## src/include/fault_map.vh

```
// How it works
// - guard clear bit zeroes both guard flag registers
// - under-temp clear bit zeroes under-temp flags
// - over-temp clear bit zeroes over-temp flags
// - cell voltage clear bits zero their flags
// - adc cross-check clear bit zeroes its flags
// - core-health clear zeroes flags, bit self-clears
// - supply-rail clear zeroes three registers, self-clears
// - rollup register mirrors fault alert conditions
// - rollup guard bit: unmasked and any set
// - rollup guard bit zero without comparator faults
// - rollup temp bit: each source own mask
// - rollup voltage bit: each source own mask
// - rollup adc bit: unmasked and any set
// - rollup supply bit: unmasked and any set
`ifndef FAULT_MAP_VH
`define FAULT_MAP_VH

`define ADDR_W 16
`define DATA_W 8
`define GROUPS 16
`define FLAGS_W 128

`define ADDR_CLEAR_A 16'h0331
`define ADDR_CLEAR_B 16'h0332
`define ADDR_ROLLUP 16'h052d
`define ADDR_FLAGS_BASE 16'h0600
`define ADDR_IRQ_STATUS 16'h0700
`define ADDR_IRQ_ENABLE 16'h0701
`define ADDR_IRQ_CLEAR 16'h0702
`define REG_RESET 8'h00

// clear register a bits
`define CA_GUARD 7
`define CA_UNDER_TEMP 6
`define CA_OVER_TEMP 5
`define CA_LOW_CELL 4
`define CA_HIGH_CELL 3
`define CA_ADC 2
`define CA_CORE 1
`define CA_SUPPLY 0

// clear register b bits
`define CB_FUSE_CRC 6
`define CB_FUSE_DATA 5
`define CB_LINK_FRAME 4
`define CB_LINK_TONE 3
`define CB_LINK_HB 2
`define CB_CHAIN 1
`define CB_HOST 0

// flag register group indices
`define G_GUARD_A 4'h0
`define G_GUARD_B 4'h1
`define G_UNDER_TEMP 4'h2
`define G_OVER_TEMP 4'h3
`define G_LOW_CELL 4'h4
`define G_HIGH_CELL 4'h5
`define G_ADC 4'h6
`define G_CORE 4'h7
`define G_SUPPLY_A 4'h8
`define G_SUPPLY_B 4'h9
`define G_SUPPLY_C 4'ha
`define G_FUSE_CRC 4'hb
`define G_FUSE_DATA 4'hc
`define G_LINK 4'hd
`define G_CHAIN 4'he
`define G_HOST 4'hf

// link fault register bits
`define LK_HB_FAST 0
`define LK_HB_FAIL 1
`define LK_TONE 2
`define LK_FRAME 3

// mask input bits
`define M_SUPPLY 0
`define M_CORE 1
`define M_ADC 2
`define M_HIGH_CELL 3
`define M_LOW_CELL 4
`define M_OVER_TEMP 5
`define M_UNDER_TEMP 6
`define M_GUARD 7
`define M_HOST 8
`define M_CHAIN 9
`define M_LINK_HB 10
`define M_LINK_TONE 11
`define M_LINK_FRAME 12
`define M_FUSE_DATA 13
`define M_FUSE_CRC 14
`define MASK_W 15

// rollup bits
`define RU_GUARD 7
`define RU_ADC 6
`define RU_FUSE 5
`define RU_LINK 4
`define RU_TEMP 3
`define RU_VOLT 2
`define RU_CORE 1
`define RU_SUPPLY 0

`endif

```

## src/fault_flag_bank.v

```verilog
`timescale 1ns/1ps
`include "fault_map.vh"

module fault_flag_bank (
	input wire sys_clk,
	input wire rst,
	input wire [7:0] set_bits,
	input wire [7:0] clear_bits,
	output reg [7:0] flags_reg
);
	wire [7:0] flags_next;

	// set wins over a clear in the same cycle
	assign flags_next = (flags_reg & ~clear_bits) | set_bits;

	always @(posedge sys_clk) begin
		if (rst) begin
			flags_reg <= `REG_RESET;
		end else begin
			flags_reg <= flags_next;
		end
	end
endmodule

```

## src/fault_clear_and_rollup.v

```verilog
// Our own choice: the strobed register port.
`timescale 1ns/1ps
`include "fault_map.vh"

module fault_clear_and_rollup (
	input wire sys_clk,
	input wire rst,
	input wire [`ADDR_W-1:0] addr,
	input wire [`DATA_W-1:0] wr_data,
	input wire wr_en,
	input wire rd_en,
	input wire [`FLAGS_W-1:0] fault_set,
	input wire [`MASK_W-1:0] fault_mask,
	output reg [`DATA_W-1:0] rd_data_reg,
	output reg [`DATA_W-1:0] fault_rollup_reg,
	output reg fault_alert_pin_n_reg,
	output reg irq_reg
);
	reg [7:0] clear_a_reg;
	reg [7:0] clear_b_reg;
	reg [7:0] irq_status_reg;
	reg [7:0] irq_enable_reg;
	reg [7:0] rollup_next;
	reg [7:0] rd_next;
	reg [7:0] irq_status_next;
	reg [`FLAGS_W-1:0] clear_vec;
	wire [`FLAGS_W-1:0] flags_all;
	wire [7:0] rollup_rise;
	wire hit_flags;
	wire [3:0] flag_idx;
	genvar g;

	// one flag register of the flat flag vector
	function [7:0] group_flags;
		input [`FLAGS_W-1:0] all;
		input [3:0] idx;
		begin
			group_flags = all[idx*8 +: 8];
		end
	endfunction

	// any bit of a group set while its mask is clear
	function group_alert;
		input [`FLAGS_W-1:0] all;
		input [3:0] idx;
		input masked;
		begin
			group_alert = ~masked & (|all[idx*8 +: 8]);
		end
	endfunction

	assign hit_flags = ((addr & 16'hfff0) == `ADDR_FLAGS_BASE);
	assign flag_idx = addr[3:0];

	always @(posedge sys_clk) begin
		if (rst) begin
			clear_a_reg <= `REG_RESET;
			clear_b_reg <= `REG_RESET;
		end else begin
			if (wr_en && addr == `ADDR_CLEAR_A) begin
				clear_a_reg <= wr_data;
			end else begin
				clear_a_reg <= `REG_RESET;
			end
			if (wr_en && addr == `ADDR_CLEAR_B) begin
				clear_b_reg <= wr_data & 8'h7f;
			end else begin
				clear_b_reg <= `REG_RESET;
			end
		end
	end

	// per-register clear vectors
	always @* begin
		clear_vec = {`FLAGS_W{1'b0}};
		clear_vec[`G_GUARD_A*8 +: 8] = {8{clear_a_reg[`CA_GUARD]}};
		clear_vec[`G_GUARD_B*8 +: 8] = {8{clear_a_reg[`CA_GUARD]}};
		clear_vec[`G_UNDER_TEMP*8 +: 8] = {8{clear_a_reg[`CA_UNDER_TEMP]}};
		clear_vec[`G_OVER_TEMP*8 +: 8] = {8{clear_a_reg[`CA_OVER_TEMP]}};
		clear_vec[`G_LOW_CELL*8 +: 8] = {8{clear_a_reg[`CA_LOW_CELL]}};
		clear_vec[`G_HIGH_CELL*8 +: 8] = {8{clear_a_reg[`CA_HIGH_CELL]}};
		clear_vec[`G_ADC*8 +: 8] = {8{clear_a_reg[`CA_ADC]}};
		clear_vec[`G_CORE*8 +: 8] = {8{clear_a_reg[`CA_CORE]}};
		clear_vec[`G_SUPPLY_A*8 +: 8] = {8{clear_a_reg[`CA_SUPPLY]}};
		clear_vec[`G_SUPPLY_B*8 +: 8] = {8{clear_a_reg[`CA_SUPPLY]}};
		clear_vec[`G_SUPPLY_C*8 +: 8] = {8{clear_a_reg[`CA_SUPPLY]}};
		clear_vec[`G_FUSE_CRC*8 +: 8] = {8{clear_b_reg[`CB_FUSE_CRC]}};
		clear_vec[`G_FUSE_DATA*8 +: 8] = {8{clear_b_reg[`CB_FUSE_DATA]}};
		clear_vec[`G_LINK*8 + `LK_FRAME] = clear_b_reg[`CB_LINK_FRAME];
		clear_vec[`G_LINK*8 + `LK_TONE] = clear_b_reg[`CB_LINK_TONE];
		clear_vec[`G_LINK*8 + `LK_HB_FAST] = clear_b_reg[`CB_LINK_HB];
		clear_vec[`G_LINK*8 + `LK_HB_FAIL] = clear_b_reg[`CB_LINK_HB];
		clear_vec[`G_CHAIN*8 +: 8] = {8{clear_b_reg[`CB_CHAIN]}};
		clear_vec[`G_HOST*8 +: 8] = {8{clear_b_reg[`CB_HOST]}};
	end

	generate
		for (g = 0; g < `GROUPS; g = g + 1) begin : bank
			fault_flag_bank u_bank (
				.sys_clk(sys_clk),
				.rst(rst),
				.set_bits(fault_set[g*8 +: 8]),
				.clear_bits(clear_vec[g*8 +: 8]),
				.flags_reg(flags_all[g*8 +: 8])
			);
		end
	endgenerate

	always @* begin
		rollup_next = 8'h00;
		rollup_next[`RU_GUARD] = ~fault_mask[`M_GUARD] &
			(|(group_flags(flags_all, `G_GUARD_A) |
			group_flags(flags_all, `G_GUARD_B)));
		rollup_next[`RU_ADC] = group_alert(flags_all, `G_ADC,
			fault_mask[`M_ADC]);
		rollup_next[`RU_FUSE] =
			group_alert(flags_all, `G_FUSE_CRC, fault_mask[`M_FUSE_CRC]) |
			group_alert(flags_all, `G_FUSE_DATA, fault_mask[`M_FUSE_DATA]);
		rollup_next[`RU_LINK] =
			group_alert(flags_all, `G_HOST, fault_mask[`M_HOST]) |
			group_alert(flags_all, `G_CHAIN, fault_mask[`M_CHAIN]) |
			(~fault_mask[`M_LINK_HB] &
			(flags_all[`G_LINK*8 + `LK_HB_FAST] |
			flags_all[`G_LINK*8 + `LK_HB_FAIL])) |
			(~fault_mask[`M_LINK_TONE] & flags_all[`G_LINK*8 + `LK_TONE]) |
			(~fault_mask[`M_LINK_FRAME] & flags_all[`G_LINK*8 + `LK_FRAME]);
		rollup_next[`RU_TEMP] =
			group_alert(flags_all, `G_OVER_TEMP, fault_mask[`M_OVER_TEMP]) |
			group_alert(flags_all, `G_UNDER_TEMP,
			fault_mask[`M_UNDER_TEMP]);
		rollup_next[`RU_VOLT] =
			group_alert(flags_all, `G_HIGH_CELL, fault_mask[`M_HIGH_CELL]) |
			group_alert(flags_all, `G_LOW_CELL, fault_mask[`M_LOW_CELL]);
		rollup_next[`RU_CORE] = group_alert(flags_all, `G_CORE,
			fault_mask[`M_CORE]);
		rollup_next[`RU_SUPPLY] = ~fault_mask[`M_SUPPLY] &
			(|(group_flags(flags_all, `G_SUPPLY_A) |
			group_flags(flags_all, `G_SUPPLY_B) |
			group_flags(flags_all, `G_SUPPLY_C)));
	end

	always @(posedge sys_clk) begin
		if (rst) begin
			fault_rollup_reg <= `REG_RESET;
			fault_alert_pin_n_reg <= 1'b1;
		end else begin
			fault_rollup_reg <= rollup_next;
			fault_alert_pin_n_reg <= ~(|rollup_next);
		end
	end

	// interrupt: rising rollup bits are the events
	assign rollup_rise = rollup_next & ~fault_rollup_reg;

	always @* begin
		irq_status_next = irq_status_reg;
		if (wr_en && addr == `ADDR_IRQ_CLEAR) begin
			irq_status_next = irq_status_next & ~wr_data;
		end
		irq_status_next = irq_status_next | rollup_rise;
	end

	always @(posedge sys_clk) begin
		if (rst) begin
			irq_status_reg <= `REG_RESET;
			irq_enable_reg <= `REG_RESET;
			irq_reg <= 1'b0;
		end else begin
			irq_status_reg <= irq_status_next;
			if (wr_en && addr == `ADDR_IRQ_ENABLE) begin
				irq_enable_reg <= wr_data;
			end
			irq_reg <= |(irq_status_next & irq_enable_reg);
		end
	end

	// read mux, data in the next cycle
	always @* begin
		rd_next = 8'h00;
		if (hit_flags) begin
			rd_next = group_flags(flags_all, flag_idx);
		end else begin
			case (addr)
			`ADDR_ROLLUP: rd_next = fault_rollup_reg;
			`ADDR_IRQ_STATUS: rd_next = irq_status_reg;
			`ADDR_IRQ_ENABLE: rd_next = irq_enable_reg;
			`ADDR_CLEAR_A: rd_next = 8'h00;
			`ADDR_CLEAR_B: rd_next = 8'h00;
			default: rd_next = 8'h00;
			endcase
		end
	end

	always @(posedge sys_clk) begin
		if (rst) begin
			rd_data_reg <= `REG_RESET;
		end else if (rd_en) begin
			rd_data_reg <= rd_next;
		end else begin
			rd_data_reg <= `REG_RESET;
		end
	end
endmodule

```

## config.mk

```make
export PLATFORM = sky130hd
export DESIGN_NAME = fault_clear_and_rollup
export DESIGN_NICKNAME = d
export VERILOG_FILES = /design/src/fault_flag_bank.v /design/src/fault_clear_and_rollup.v
export VERILOG_INCLUDE_DIRS = /design/src /design/src/include
export SDC_FILE = /design/constraint.sdc
export NUM_CORES = 1
export LEC_CHECK = 0
export ABC_AREA = 0
export ABC_CLOCK_PERIOD_IN_PS = 3400
export BUFFER_PORTS_ARGS = -buffer_cell sky130_fd_sc_hd__buf_4
export CORE_MARGIN = 5
export CORE_UTILIZATION = 45
export DETAILED_ROUTE_END_ITERATION = 16
export PLACE_DENSITY = 0.8
export SYNTH_ARGS = -nofsm -noshare
export SYNTH_HDL_FRONTEND = slang
export SYNTH_SLANG_ARGS = --single-unit
```

## constraint.sdc

```tcl
create_clock -name sys_clk -period 3.4 [get_ports sys_clk]
set_input_delay 0.34 -clock sys_clk [delete_from_list [all_inputs] [get_ports sys_clk]]
set_output_delay 0.34 -clock sys_clk [all_outputs]
set_load 0.005 [all_outputs]
```

==> metrics.md <==
| Metric | Value |
|---|---|
| Status | completed |
| Root cell of the clock tree | sky130_fd_sc_hd__clkbuf_16 |
| P per Cell Area | around 550 nW/um^2 |
| Ratio of cells with drive above 1 in the final layout | between 20 and 30% |
| Area growth syn-to-layout | 31.5% |
| Post-route clock skew | 11.4 ps |
| Detailed-route via count | 6594 |
| Antenna diodes | 0 |
| Clk slew on worst S/H paths | 70 ps |
| Total global routing overflow | 0 |
| Total routed wirelength | 23300 um |
| Met2 usage in global routing | between 30 and 40% |
| Primary flip-flop cell chosen by synthesis mapping | sky130_fd_sc_hd__dfxtp_1 |
| Dominant cells by area after synthesis | sky130_fd_sc_hd__dfxtp_1 (50%), sky130_fd_sc_hd__mux4_2 (13%), sky130_fd_sc_hd__a21oi_1 (11%) |
| Drt first pass iters | 5 |
| DRC violations left | 0 |
| Endpoint class of the critical path | flop |
| Hold-fix buffers at CTS | 0 |
| R2r endpoint | irq_reg |
| Max frequency | about 470 MHz |
| Net total in the final layout | 1089 |
| Largest net degree at the start of global routing | 62 |
| Reg-to-reg slack, setup | 1280 ps |
| Met1 global-route usage | 31.7% |
| Post-synthesis cell type count | 42 |
| Setup tns final | 0 ps |
| Synthesized area divided by synthesized cell count | 9.49 sq um |
| Source-to-sink clock delay at the later pin of the worst-skew pair | ~440 ps |
| Share of synthesized area occupied by flip-flops and latches | between 50 and 60% |
| Final Cycle Share | about 62% |
| Hold Path Class | in -> reg |
| Synth Register Bits | 177 |
| CTS tree | built |
| Reported leakage power | 3.83 nW |
| Wire length of the first global-routing pass | roughly 36000 um |
| Type of origin of the critical path | flop |
| Post-DR vias/cell | ~5.8 |
| Number of max-capacitance violations reported | 0 |
| Arrival @ worst endpoint | 2410 ps |
| Count of input and output buffers | 188 |
| Horizontal die dimension | 135 um |
| Critical path launch point | bank[8].u_bank.flags_reg[2] |
| Cells after synthesis | 744 |
| Top-area cell type share of the netlist area | 50.2% |
| Number of nets in the synthesized netlist | 915 |
| Std-Cell Core Area | approximately 15000 sq um |
| Data required time at the worst endpoint | 3690 ps |
| GRT met3 Usage | 8.69% |
| Min cycle time layout | around 2100 ps |
| Peak ir drop on the vdd network | 0.000444 V |
| Termination of the worst setup path | irq_reg |
| Worst reg-to-reg path cell count | 6 |
| Area of all placed cells without fillers | 9280 sq um |
| Number of buffers on the longest clock path | 2 |
| Async set or reset register ratio after synthesis | 0% |
| EDFF count, synth | 0 |
| Cell type with the highest aggregate area in the netlist | sky130_fd_sc_hd__dfxtp_1 |
| Headroom to the max-slew limit | 51.7% |
| RePlAce Congestion | between 1 and 1.5 |
| Initial Util | 46.1% |
| DRT antenna net count | 0 |
| Flip-flop count of the largest register, all copies and words added | 128 |
| Worst Setup Path Type | reg -> reg |
| Final core occ | 60.6% |
| Initial DRC count | 704 |
| H-tree lvl count | 4 |
| Cell area after technology mapping | 7060 sq um |
| Final Power | ~5.1 mW |
| Worst-path fanout max | 4 |
| Vias in the first global route | 6469 |
| Resized cells post-CTS | 0 |
| Endpoints failing hold | 0 |
| Die area | roughly 18000 sq um |
| Row Count | 45 |
| Number of setup violations in the final report | 0 |
| Placement-stage cell area | 8600 sq um |
| GRT Util Overall | between 20% and 30% |
| Number of pins with negative max-slew slack in the final report | 0 |
| Total half-perimeter wirelength after legalization and detailed placement | 18000 um |
| Yosys warning total | 0 |
| Final hold slack | around 110 ps |
| Hold Crit Depth | 3 |
| Top-level port count | 189 |
| Global routing's busiest layer | met2 |
| Number of antenna violations at the first check in global routing | 0 |
| Crit Reg-Reg Startpoint | bank[8].u_bank.flags_reg[2] |
| Die Span Y | 135 um |
| WL per Instance | 20.4 um |
| Post-CTS Setup Repair Bufs | 0 |
| Number of buffers inserted during clock tree synthesis | 17 |
| Final-layout fill cell count | 1331 |
| Transition time of the tightest slew-check pin | 724 ps |
| Setup repair after global routing missed its margin | false |
| Clock sink total | 177 |
layout by cell type (no fill, tap or decap), drive strengths merged, types with 10 or more instances in the layout:
master	instances
inv	25
clkbuf	18
a221oi	10
nand2	23
a21oi	156
nor3	13
mux4	40
nor2	162
nor4	32
o21ai	13
dfxtp	177
buf	191
critical path, cell delays in order (launching register included):
cell                        delay [ps]
sky130_fd_sc_hd__dfxtp_1           330
sky130_fd_sc_hd__nor4_1            340
sky130_fd_sc_hd__nand4_1           130
sky130_fd_sc_hd__o21bai_1          540
sky130_fd_sc_hd__nor2_1            120
sky130_fd_sc_hd__a2111oi_2         370
sky130_fd_sc_hd__a41oi_1           150
power by group:
| part | switching, mW | internal (mW) | total [mW] |
|---|---|---|---|
| Combinational | 0.233 | 0.309 | 0.543 |
| Sequential | 0.125 | 2.20 | 2.32 |
| Clock | 0.823 | 1.45 | 2.28 |
logic make-up after synthesis:
kind of cell	after synthesis	synth area share (%)
flops	177	50.2
compound gates	194	15.2
mux	40	12.8
buf+inv	59	3.53
simple gates	274	18.3
Yosys cell counts (2+ instances only):
| cell type | instances |
|---|---|
| sky130_fd_sc_hd__nor3b_1 | 4 |
| sky130_fd_sc_hd__or2_2 | 4 |
| sky130_fd_sc_hd__buf_4 | 3 |
| sky130_fd_sc_hd__clkbuf_1 | 21 |
| sky130_fd_sc_hd__inv_1 | 23 |
| sky130_fd_sc_hd__nand2b_1 | 3 |
| sky130_fd_sc_hd__nor2_1 | 161 |
| sky130_fd_sc_hd__nand3_1 | 8 |
| sky130_fd_sc_hd__dfxtp_1 | 177 |
| sky130_fd_sc_hd__buf_1 | 4 |
| sky130_fd_sc_hd__nor4_1 | 30 |
| sky130_fd_sc_hd__nand2_1 | 23 |
| sky130_fd_sc_hd__buf_2 | 6 |
| sky130_fd_sc_hd__o211ai_1 | 3 |
| sky130_fd_sc_hd__mux4_2 | 40 |
| sky130_fd_sc_hd__o21ai_0 | 13 |
| sky130_fd_sc_hd__nand4_1 | 5 |
| sky130_fd_sc_hd__and3_1 | 8 |
| sky130_fd_sc_hd__a2111oi_2 | 2 |
| sky130_fd_sc_hd__and2_1 | 6 |
| sky130_fd_sc_hd__a221oi_1 | 10 |
| sky130_fd_sc_hd__a41o_1 | 2 |
| sky130_fd_sc_hd__a21o_1 | 3 |
| sky130_fd_sc_hd__a21oi_1 | 156 |
| sky130_fd_sc_hd__nor3_1 | 12 |
how the worst min path moves through the flow:
stage | from | end | slack [ps]
floorplan | bank[13].u_bank.flags_reg[4] | bank[13].u_bank.flags_reg[4] | 430
global placement | bank[13].u_bank.flags_reg[4] | bank[13].u_bank.flags_reg[4] | 460
detailed placement | bank[13].u_bank.flags_reg[4] | bank[13].u_bank.flags_reg[4] | 470
CTS | fault_set[102] | bank[12].u_bank.flags_reg[6] | 100
global route | fault_set[50] | bank[6].u_bank.flags_reg[2] | 90
finish | fault_set[111] | bank[13].u_bank.flags_reg[7] | 110
area by class of cell:
type                       instances  area [sq um]  area share (%)
clock buffer                      18           429            4.62
inverter                          23          86.3           0.930
clock inverter                    14           259            2.79
multi-input combinational        508          3270            35.2
timing repair buffer             191          1430            15.4
sequential                       177          3540            38.2
tap                              211           264            2.84
per-layer routing:
layer / share of wire, % / vias up
met5: 0 / -
met4: 4.5 / 0
met3: 11 / 63
met2: 47 / 427
met1: 38 / 3075
li1: - / 3029
per-stage QoR:
step	instances	setup slack [ps]
2_1_floorplan	744	1300
3_3_place_gp	1110	1070
3_5_place_dp	1110	1040
4_1_cts	1142	1340
5_1_grt	1142	1160
6_report	1142	1280
(Power assumes the default switching activity.)
